$ cat src/pld_regs_map.svh
// register offsets, field positions, masks and reset values of the logic-array register bank
`ifndef PLD_REGS_MAP_SVH
`define PLD_REGS_MAP_SVH

// ******************************************************************
// register offsets
// ******************************************************************
`define OFS_INPUT_CELL_A          8'h0A
`define OFS_INPUT_CELL_B          8'h0B
`define OFS_INPUT_CELL_C          8'h1A
`define OFS_OUTPUT_CELL_BANK_A    8'h20
`define OFS_OUTPUT_CELL_BANK_B    8'h21
`define OFS_CELL_WRITE_MASK_A     8'h22
`define OFS_CELL_WRITE_MASK_B     8'h23
`define OFS_MAIN_SECTOR_LOCK      8'hC0
`define OFS_BOOT_SECTOR_LOCK      8'hC2
`define OFS_TEST_PORT_ENABLE      8'hC7
`define OFS_POWER_CTRL_FIRST      8'hB0
`define OFS_POWER_CTRL_SECOND     8'hB4
`define OFS_LOGIC_PAGE_SELECT     8'hE0

// ******************************************************************
// writable bit masks
// ******************************************************************
`define MASK_TEST_PORT_ENABLE     8'h01
`define MASK_POWER_CTRL_FIRST     8'h3A
`define MASK_POWER_CTRL_SECOND    8'h7D

// ******************************************************************
// field positions
// ******************************************************************
`define BIT_TEST_PORT_ON          0
`define BIT_AUTO_POWER_DOWN       1
`define BIT_TURBO_OFF             3
`define BIT_ARRAY_CLK_OFF         4
`define BIT_CELL_CLK_OFF          5
`define BIT_ADDR_BLOCK            0
`define BIT_BUS_CONTROL_INPUT_0_OFF             2
`define BIT_BUS_CONTROL_INPUT_1_OFF             3
`define BIT_BUS_CONTROL_INPUT_2_OFF             4
`define BIT_ALE_OFF               5
`define BIT_HIGH_WRITE_OFF        6
`define BIT_SECURITY_LOCK         7
`define BOOT_SECTOR_MSB           3

// ******************************************************************
// reset values
// ******************************************************************
`define RST_BYTE                  8'h00
`define RST_NIBBLE                4'h0
`define RST_CONTROL               3'h0

`endif

$ cat src/pld_regs_pkg.sv
// shared types of the logic-array register bank
package pld_regs_pkg;

   typedef logic [7:0] byte_t;
   typedef logic [3:0] nibble_t;

endpackage

$ cat src/pin_sync.sv
// two-stage synchroniser for pin-level inputs
module pin_sync #(
   parameter int WIDTH = 8
) (
   // clock and reset
   input  wire logic             core_clk,
   input  wire logic             rst_b,
   // asynchronous pins in, synchronised levels out
   input  wire logic [WIDTH-1:0] pinIn,
   output logic      [WIDTH-1:0] syncOut
);

   logic [WIDTH-1:0] firstStage;

   // first stage feeds only the second stage
   always_ff @(posedge core_clk) begin
      if (!rst_b) begin
         firstStage <= '0;
         syncOut    <= '0;
      end else begin
         firstStage <= pinIn;
         syncOut    <= firstStage;
      end
   end

endmodule

$ cat src/output_cell_bank.sv
// one bank of output logic cells with per-bit host write mask
module output_cell_bank #(
   parameter int WIDTH = 8
) (
   // clock and reset
   input  wire logic             core_clk,
   input  wire logic             rst_b,
   // host side
   input  wire logic             hostLoad,
   input  wire logic [WIDTH-1:0] hostData,
   input  wire logic [WIDTH-1:0] writeMask,
   // logic array side
   input  wire logic             cellTick,
   input  wire logic [WIDTH-1:0] arrayNext,
   output logic      [WIDTH-1:0] cellOut
);

   logic [WIDTH-1:0] loadBits;
   logic [WIDTH-1:0] next_cellOut;

   // a masked bit keeps its value against the host; the array may still clock it
   assign loadBits     = hostLoad ? ~writeMask : '0;
   assign next_cellOut = (loadBits & hostData)
                       | (~loadBits & (cellTick ? arrayNext : cellOut));

   always_ff @(posedge core_clk) begin
      if (!rst_b) begin
         cellOut <= '0;
      end else begin
         cellOut <= next_cellOut;
      end
   end

endmodule

$ cat src/pld_cell_protect_power_regs.sv
// host register bank for logic cells, flash protection status, test port, page and power control
`include "pld_regs_map.svh"

module pld_cell_protect_power_regs (
   // clock and reset
   input  wire logic       core_clk,
   input  wire logic       rst_b,
   // host register port, synchronous to core_clk
   input  wire logic [7:0] regAddr,
   input  wire logic [7:0] regWrData,
   input  wire logic       regWrite,
   input  wire logic       regRead,
   output logic      [7:0] regRdData,
   output logic            regRdValid,
   // input cell pins of ports a, b and c
   input  wire logic [7:0] inCellPinsA,
   input  wire logic [7:0] inCellPinsB,
   input  wire logic [7:0] inCellPinsC,
   // protection status from non-volatile configuration
   input  wire logic [7:0] mainSectorLocks,
   input  wire logic [3:0] bootSectorLocks,
   input  wire logic       securityLockSet,
   // next values computed by the logic array for the output cells
   input  wire logic [7:0] arrayNextA,
   input  wire logic [7:0] arrayNextB,
   // raw inputs headed for the logic array
   input  wire logic       logicClockInput,
   input  wire logic [7:0] hostAddrLow,
   input  wire logic [3:0] portFLowNibble,
   input  wire logic [3:0] addrDataUpperNibble,
   input  wire logic       wideHostMode,
   input  wire logic [2:0] busControlInput,
   input  wire logic       addrLatchEnable,
   input  wire logic       highWriteByteEnable,
   // output cells
   output logic      [7:0] outputCellsA,
   output logic      [7:0] outputCellsB,
   // control to the rest of the device
   output logic            testPortOn,
   output logic      [7:0] logicPage,
   output logic            autoPowerDown,
   output logic            turboOff,
   output logic            arrayWake,
   // gated inputs into the logic array
   output logic            arrayClock,
   output logic            cellClockTick,
   output logic      [7:0] arrayAddrLow,
   output logic      [2:0] arrayBusControl,
   output logic            arrayAddrLatch,
   output logic            arrayHighWrite
);

   // ******************************************************************
   // decode helper
   // ******************************************************************
   function automatic logic addrHit(input logic [7:0] addr, input logic [7:0] offset);
      addrHit = (addr == offset);
   endfunction

   // ******************************************************************
   // pin synchronisation
   // ******************************************************************
   localparam int PIN_WIDTH = 46;

   logic [PIN_WIDTH-1:0] pinsRaw;
   logic [PIN_WIDTH-1:0] pinsSync;

   assign pinsRaw = {inCellPinsA, inCellPinsB, inCellPinsC, logicClockInput, hostAddrLow,
                     portFLowNibble, addrDataUpperNibble, busControlInput, addrLatchEnable,
                     highWriteByteEnable};

   pin_sync #(
      .WIDTH   (PIN_WIDTH)
   ) u_pin_sync (
      .core_clk(core_clk),
      .rst_b   (rst_b),
      .pinIn   (pinsRaw),
      .syncOut (pinsSync)
   );

   pld_regs_pkg::byte_t   cellsA;
   pld_regs_pkg::byte_t   cellsB;
   pld_regs_pkg::byte_t   cellsC;
   logic                  clkLevel;
   pld_regs_pkg::byte_t   addrNarrow;
   pld_regs_pkg::nibble_t portFNib;
   pld_regs_pkg::nibble_t adioNib;
   logic [2:0]            controlSync;
   logic                  aleSync;
   logic                  highWriteSync;

   assign cellsA        = pinsSync[45:38];
   assign cellsB        = pinsSync[37:30];
   assign cellsC        = pinsSync[29:22];
   assign clkLevel      = pinsSync[21];
   assign addrNarrow    = pinsSync[20:13];
   assign portFNib      = pinsSync[12:9];
   assign adioNib       = pinsSync[8:5];
   assign controlSync   = pinsSync[4:2];
   assign aleSync       = pinsSync[1];
   assign highWriteSync = pinsSync[0];

   // ******************************************************************
   // write decode
   // ******************************************************************
   logic hitCellA;
   logic hitCellB;
   logic hitMaskA;
   logic hitMaskB;
   logic hitTest;
   logic hitPowerFirst;
   logic hitPowerSecond;
   logic hitPage;

   assign hitCellA       = regWrite && addrHit(regAddr, `OFS_OUTPUT_CELL_BANK_A);
   assign hitCellB       = regWrite && addrHit(regAddr, `OFS_OUTPUT_CELL_BANK_B);
   assign hitMaskA       = regWrite && addrHit(regAddr, `OFS_CELL_WRITE_MASK_A);
   assign hitMaskB       = regWrite && addrHit(regAddr, `OFS_CELL_WRITE_MASK_B);
   assign hitTest        = regWrite && addrHit(regAddr, `OFS_TEST_PORT_ENABLE);
   assign hitPowerFirst  = regWrite && addrHit(regAddr, `OFS_POWER_CTRL_FIRST);
   assign hitPowerSecond = regWrite && addrHit(regAddr, `OFS_POWER_CTRL_SECOND);
   assign hitPage        = regWrite && addrHit(regAddr, `OFS_LOGIC_PAGE_SELECT);

   // ******************************************************************
   // writable registers
   // ******************************************************************
   pld_regs_pkg::byte_t cellWriteMaskA;
   pld_regs_pkg::byte_t cellWriteMaskB;
   pld_regs_pkg::byte_t testPortEnable;
   pld_regs_pkg::byte_t logicPageSelect;
   pld_regs_pkg::byte_t powerCtrlFirst;
   pld_regs_pkg::byte_t powerCtrlSecond;

   // spare bits are stripped on the way in so they can never read back as one
   always_ff @(posedge core_clk) begin
      if (!rst_b) begin
         cellWriteMaskA  <= `RST_BYTE;
         cellWriteMaskB  <= `RST_BYTE;
         testPortEnable  <= `RST_BYTE;
         logicPageSelect <= `RST_BYTE;
         powerCtrlFirst  <= `RST_BYTE;
         powerCtrlSecond <= `RST_BYTE;
      end else begin
         if (hitMaskA) begin
            cellWriteMaskA <= regWrData;
         end
         if (hitMaskB) begin
            cellWriteMaskB <= regWrData;
         end
         if (hitTest) begin
            testPortEnable <= regWrData & `MASK_TEST_PORT_ENABLE;
         end
         if (hitPage) begin
            logicPageSelect <= regWrData;
         end
         if (hitPowerFirst) begin
            powerCtrlFirst <= regWrData & `MASK_POWER_CTRL_FIRST;
         end
         if (hitPowerSecond) begin
            powerCtrlSecond <= regWrData & `MASK_POWER_CTRL_SECOND;
         end
      end
   end

   // ******************************************************************
   // power control fields
   // ******************************************************************
   logic apdEnable;
   logic turboIsOff;
   logic arrayClkOff;
   logic cellClkOff;
   logic addrBlocked;
   logic [2:0] controlOff;
   logic aleOff;
   logic highWriteOff;

   assign apdEnable    = powerCtrlFirst[`BIT_AUTO_POWER_DOWN];
   assign turboIsOff   = powerCtrlFirst[`BIT_TURBO_OFF];
   assign arrayClkOff  = powerCtrlFirst[`BIT_ARRAY_CLK_OFF];
   assign cellClkOff   = powerCtrlFirst[`BIT_CELL_CLK_OFF];
   assign addrBlocked  = powerCtrlSecond[`BIT_ADDR_BLOCK];
   assign controlOff   = {powerCtrlSecond[`BIT_BUS_CONTROL_INPUT_2_OFF], powerCtrlSecond[`BIT_BUS_CONTROL_INPUT_1_OFF],
                          powerCtrlSecond[`BIT_BUS_CONTROL_INPUT_0_OFF]};
   assign aleOff       = powerCtrlSecond[`BIT_ALE_OFF];
   assign highWriteOff = powerCtrlSecond[`BIT_HIGH_WRITE_OFF];

   // ******************************************************************
   // logic clock edge detection
   // ******************************************************************
   // edges are seen on the synchronised level, so the array sees them three cycles late
   logic clkLevelPrev;
   logic clkEdge;

   always_ff @(posedge core_clk) begin
      if (!rst_b) begin
         clkLevelPrev <= 1'b0;
      end else begin
         clkLevelPrev <= clkLevel;
      end
   end

   assign clkEdge = clkLevel ^ clkLevelPrev;

   // ******************************************************************
   // output cell banks
   // ******************************************************************
   logic cellRiseTick;

   // cell flops advance on a rising logic clock edge only while the clock is routed
   assign cellRiseTick = clkLevel && !clkLevelPrev && !cellClkOff;

   output_cell_bank #(
      .WIDTH    (8)
   ) u_bank_a (
      .core_clk (core_clk),
      .rst_b    (rst_b),
      .hostLoad (hitCellA),
      .hostData (regWrData),
      .writeMask(cellWriteMaskA),
      .cellTick (cellRiseTick),
      .arrayNext(arrayNextA),
      .cellOut  (outputCellsA)
   );

   output_cell_bank #(
      .WIDTH    (8)
   ) u_bank_b (
      .core_clk (core_clk),
      .rst_b    (rst_b),
      .hostLoad (hitCellB),
      .hostData (regWrData),
      .writeMask(cellWriteMaskB),
      .cellTick (cellRiseTick),
      .arrayNext(arrayNextB),
      .cellOut  (outputCellsB)
   );

   // ******************************************************************
   // gating of inputs into the logic array
   // ******************************************************************
   pld_regs_pkg::byte_t next_arrayAddrLow;
   pld_regs_pkg::byte_t addrSource;
   logic [2:0]          next_arrayBusControl;
   logic                next_arrayClock;
   logic                next_arrayWake;

   // in the wide host mode the low nibble comes from port f and the upper from the bus
   assign addrSource           = wideHostMode ? {adioNib, portFNib} : addrNarrow;
   assign next_arrayAddrLow    = addrBlocked ? `RST_BYTE : addrSource;
   assign next_arrayBusControl = controlSync & ~controlOff;
   assign next_arrayClock      = clkLevel && !arrayClkOff;
   // with turbo off, each logic clock change wakes the array if the clock is connected
   assign next_arrayWake       = clkEdge && turboIsOff && !arrayClkOff;

   always_ff @(posedge core_clk) begin
      if (!rst_b) begin
         arrayAddrLow    <= `RST_BYTE;
         arrayBusControl <= `RST_CONTROL;
         arrayAddrLatch  <= 1'b0;
         arrayHighWrite  <= 1'b0;
         arrayClock      <= 1'b0;
         arrayWake       <= 1'b0;
         cellClockTick   <= 1'b0;
      end else begin
         arrayAddrLow    <= next_arrayAddrLow;
         arrayBusControl <= next_arrayBusControl;
         arrayAddrLatch  <= aleSync && !aleOff;
         arrayHighWrite  <= highWriteSync && !highWriteOff;
         arrayClock      <= next_arrayClock;
         arrayWake       <= next_arrayWake;
         cellClockTick   <= cellRiseTick;
      end
   end

   // ******************************************************************
   // control outputs
   // ******************************************************************
   always_ff @(posedge core_clk) begin
      if (!rst_b) begin
         testPortOn    <= 1'b0;
         logicPage     <= `RST_BYTE;
         autoPowerDown <= 1'b0;
         turboOff      <= 1'b0;
      end else begin
         testPortOn    <= testPortEnable[`BIT_TEST_PORT_ON];
         logicPage     <= logicPageSelect;
         autoPowerDown <= apdEnable;
         turboOff      <= turboIsOff;
      end
   end

   // ******************************************************************
   // read path
   // ******************************************************************
   pld_regs_pkg::byte_t bootStatus;
   pld_regs_pkg::byte_t readMux;

   // bits six to four of the boot status are spare and read as zero
   assign bootStatus = {securityLockSet, 3'h0, bootSectorLocks};

   always_comb begin
      case (regAddr)
         `OFS_INPUT_CELL_A:       readMux = cellsA;
         `OFS_INPUT_CELL_B:       readMux = cellsB;
         `OFS_INPUT_CELL_C:       readMux = cellsC;
         `OFS_OUTPUT_CELL_BANK_A: readMux = outputCellsA;
         `OFS_OUTPUT_CELL_BANK_B: readMux = outputCellsB;
         `OFS_CELL_WRITE_MASK_A:  readMux = cellWriteMaskA;
         `OFS_CELL_WRITE_MASK_B:  readMux = cellWriteMaskB;
         `OFS_MAIN_SECTOR_LOCK:   readMux = mainSectorLocks;
         `OFS_BOOT_SECTOR_LOCK:   readMux = bootStatus;
         `OFS_TEST_PORT_ENABLE:   readMux = testPortEnable;
         `OFS_POWER_CTRL_FIRST:   readMux = powerCtrlFirst;
         `OFS_POWER_CTRL_SECOND:  readMux = powerCtrlSecond;
         `OFS_LOGIC_PAGE_SELECT:  readMux = logicPageSelect;
         default:                 readMux = `RST_BYTE;
      endcase
   end

   // read data is captured once and held until the next read
   always_ff @(posedge core_clk) begin
      if (!rst_b) begin
         regRdData  <= `RST_BYTE;
         regRdValid <= 1'b0;
      end else begin
         regRdValid <= regRead;
         if (regRead) begin
            regRdData <= readMux;
         end
      end
   end

endmodule

$ cat config.mk
export PLATFORM = sky130hd
export DESIGN_NAME = pld_cell_protect_power_regs
export DESIGN_NICKNAME = d
export VERILOG_FILES = /design/src/pld_regs_pkg.sv /design/src/pin_sync.sv /design/src/output_cell_bank.sv /design/src/pld_cell_protect_power_regs.sv
export VERILOG_INCLUDE_DIRS = /design/src
export SDC_FILE = /design/constraint.sdc
export NUM_CORES = 1
export LEC_CHECK = 0
export ABC_AREA = 1
export BUFFER_PORTS_ARGS = -buffer_cell sky130_fd_sc_hd__buf_2
export CAP_MARGIN = 40
export CORE_MARGIN = 5
export CORE_UTILIZATION = 54
export CTS_CLUSTER_DIAMETER = 30
export CTS_CLUSTER_SIZE = 25
export DETAILED_ROUTE_END_ITERATION = 8
export PLACE_DENSITY = 0.79
export SLEW_MARGIN = 20
export SYNTH_ARGS = -nofsm -noshare
export SYNTH_HDL_FRONTEND = slang
export SYNTH_SLANG_ARGS = --single-unit
$ cat constraint.sdc
create_clock -name core_clk -period 1.8 [get_ports core_clk]
set_input_delay 0.09 -clock core_clk [delete_from_list [all_inputs] [get_ports core_clk]]
set_output_delay 0.09 -clock core_clk [all_outputs]
set_load 0.02 [all_outputs]
==> impl_metrics.env <==
export IMPL_yosysWarningCount=0
export IMPL_synthAdderAreaFrac_pct=0.179
export IMPL_rows=41
export IMPL_drive_above_1_share_pct=22.8
export IMPL_yosys_area_share_simple_pct=25.8
export IMPL_layout_common_cells="210 x nand2_1, 180 x dfxtp_1, 158 x inv_1, 146 x buf_2, 78 x nand3_1"
export IMPL_port_buffers=147
export IMPL_slew_viol_final=0
export IMPL_fmax_mhz=670
export IMPL_drc=0
export IMPL_p_leak_nw=4.67
export IMPL_antenna_left=0
export IMPL_pwr_density_cell_nw_per_um2=924
export IMPL_synth_top_family_by_area="simple AND/OR/NAND/NOR gates"
export IMPL_use_met3_pct=5.59
export IMPL_met2_usage_pct=41.6
export IMPL_setup_worst_path_class="reg2reg"
export IMPL_crit_top_cell="nand2_1"
export IMPL_overflow=0
export IMPL_cts_clk_slew_worst_paths_ps=70
export IMPL_crit_chain="ha_1 > nand2_1 > inv_1 > nand2_1 > a311oi_1"
export IMPL_max_cap_violations=0
export IMPL_cts_buffers=17
export IMPL_end_kind="flip-flop"
export IMPL_grt_pass1_wl_um=30600
export IMPL_dp_slack_ps=239
export IMPL_antenna_found_initial=0
export IMPL_die_height_um=124
export IMPL_cp_arrival_ps=1810
export IMPL_drt_iter0_drc=684
export IMPL_finish_utilization_pct=70.9
export IMPL_diodes=0
export IMPL_vias=6202
export IMPL_nFillCells=992
export IMPL_ios=148
export IMPL_path_buf_inv=1
export IMPL_synthToLayoutAreaGrowth_pct=28.6
export IMPL_hpwl_um=13500
export IMPL_num_nets_final=1188
export IMPL_start_util_pct=55.1
export IMPL_synth_area_um2=6980
export IMPL_synthXorXnorAreaFrac_pct=0
export IMPL_cp_start_kind="flip-flop"
export IMPL_routed_wl_um=19600
export IMPL_critPathTopFamily="flip-flops"
export IMPL_root_buffer="clkbuf_16"
export IMPL_place_area_um2=7810
export IMPL_maxSlewHeadroom_pct=66.5
export IMPL_tns_ps=0
export IMPL_period_minus_slack_ps=1490
export IMPL_placed_cells=1184
export IMPL_cpMaxStageDelayCell="dfxtp_1"
export IMPL_die_width_um=124
export IMPL_grt_pass1_vias=5861
export IMPL_top_usage_layer="met2"
export IMPL_rsz0062_at_grt="no"
export IMPL_hold_viol_final=0
export IMPL_ys_types=31
export IMPL_grt_max_degree=119
export IMPL_clkLatencyLatePin_ps=430
export IMPL_clockBufferDepth=2
export IMPL_grt_use_met1_pct=35.4
export IMPL_syn_area_per_cell_um2=7.85
export IMPL_max_slew_worst_pin_slew_ps=501
export IMPL_worstPathRequired_ps=2120
export IMPL_gp_congestion=0.992
export IMPL_via_per_inst=4.86
export IMPL_layout_commonest_cell="nand2_1"
export IMPL_skew_ps=9.76
export IMPL_dieArea_um2=15300
export IMPL_setup_violations_final=0
export IMPL_synth_compound_area_share_pct=10.1
export IMPL_status="complete, no violations"
export IMPL_fp_coreArea_um2=12700
export IMPL_synthMuxAreaShare_pct=0
export IMPL_grt_util_all_layers_pct=26.5
export IMPL_synth_cells=889
export IMPL_fin_area_um2=8980
export IMPL_routedWlPerCell_um=15.3
export IMPL_cts_tree="built"
export IMPL_cts_sinks=180
export IMPL_ir_worst_vdd_uv=815
export IMPL_h_tree_depth=4
export IMPL_fin_crit_sh_pct=82.9
export IMPL_slowest_delay_ps=350
export IMPL_ys_seq_elements=180
export IMPL_final_cells=1275
export IMPL_worstHoldPathType="in2reg"
export IMPL_ys_seq_area_share_pct=51.6
export IMPL_crit_path_max_fanout=12
export IMPL_first_pass_iters=5
export IMPL_timing_final_ws_setup_ps=308
export IMPL_syn_nets=986
==> layer usage <==
| layer | share of wire (%) | up-vias |
|---|---|---|
| met5 | 0 | - |
| li1 | - | 3142 |
| met1 | 44 | 2774 |
| met4 | 3.2 | 0 |
| met2 | 46 | 242 |
| met3 | 6.7 | 44 |
==> cells in the mapped netlist (all sizes together) <==
| master | instances | area (um^2) |
|---|---|---|
| clkinv | 1 | 3.75 |
| inv | 166 | 623 |
| a21oi | 51 | 282 |
| nor2 | 60 | 317 |
| nor3 | 1 | 5.00 |
| a211oi | 4 | 40.0 |
| a31oi | 6 | 37.5 |
| dfxtp | 180 | 3600 |
| nand3 | 93 | 541 |
| o21ai | 56 | 284 |
| buf | 18 | 161 |
| nand2 | 227 | 935 |
| clkbuf | 18 | 67.6 |
| ha | 1 | 12.5 |
| nand4 | 1 | 6.26 |
| a311oi | 6 | 65.1 |
==> sequential cells by signal (all words and copies together), names as in the netlist, named ones only <==
name / count
powerCtrlSecond: 6
cellClockTick: 1
turboOff: 1
cellWriteMaskB: 8
testPortEnable: 1
clkLevelPrev: 1
autoPowerDown: 1
cellWriteMaskA: 8
arrayBusControl: 3
testPortOn: 1
regRdData: 8
logicPageSelect: 8
regRdValid: 1
arrayAddrLatch: 1
powerCtrlFirst: 4
arrayClock: 1
arrayHighWrite: 1
u_pin_sync.firstStage: 46
u_pin_sync.syncOut: 46
logicPage: 8
arrayWake: 1
arrayAddrLow: 8
==> through the flow <==
stage	power, mW	hold WS (ps)
5_1_grt	8.58	37.8
4_1_cts	8.33	1.95
3_5_place_dp	4.77	273
2_1_floorplan	4.53	188
6_report	8.30	17.7
3_3_place_gp	4.76	270
==> tightest hold or removal path, stage by stage <==
cell	delay, ps
buf_2	90
o21ai_0	150
a211oi_1	70
==> cell type report <==
class | count | area [um^2] | area share [%]
clock buffer | 19 | 453 | 5.04
timing repair buffer | 219 | 1440 | 16.0
multi-input combinational | 506 | 2520 | 28.1
inverter | 167 | 627 | 6.98
tap | 172 | 215 | 2.40
clock inverter | 12 | 118 | 1.31
sequential | 180 | 3600 | 40.1
==> cells by family after synthesis <==
family,count (synthesis)
compound gates,123
simple gates,382
flops,180
fa+ha+maj,1
buf+inv,203
==> path summary, 6_finish.rpt <==
check                                         start                   endpoint  slack [ps]  depth (start not counted)
setup / recovery  u_pin_sync.syncOut[21]$_SDFF_PN0_                  flip-flop         310                          5
hold / removal                        arrayNextB[4]                  flip-flop          20                          3
setup reg to reg  u_pin_sync.syncOut[21]$_SDFF_PN0_                  flip-flop         310                          5
hold reg to reg    u_pin_sync.syncOut[1]$_SDFF_PN0_  arrayAddrLatch$_SDFF_PN0_         410                          2
==> power breakdown <==
group          switching (mW)  internal, mW  leakage (nW)  total, mW
logic                   0.375         0.270          2.91      0.646
clock network            1.61          1.89         0.279       3.50
registers              0.0453          4.11          1.47       4.15
==> what timing repair did <==
item | 4_1_cts | 5_1_grt
buffers inserted | 0 | 0
hold buffers | 60 | 0
endpoints found under the hold margin | 66 | 0
endpoints found under the setup margin | 0 | 0
resized for setup | 0 | 0
Note: power is estimated with default switching activity, not from simulation.
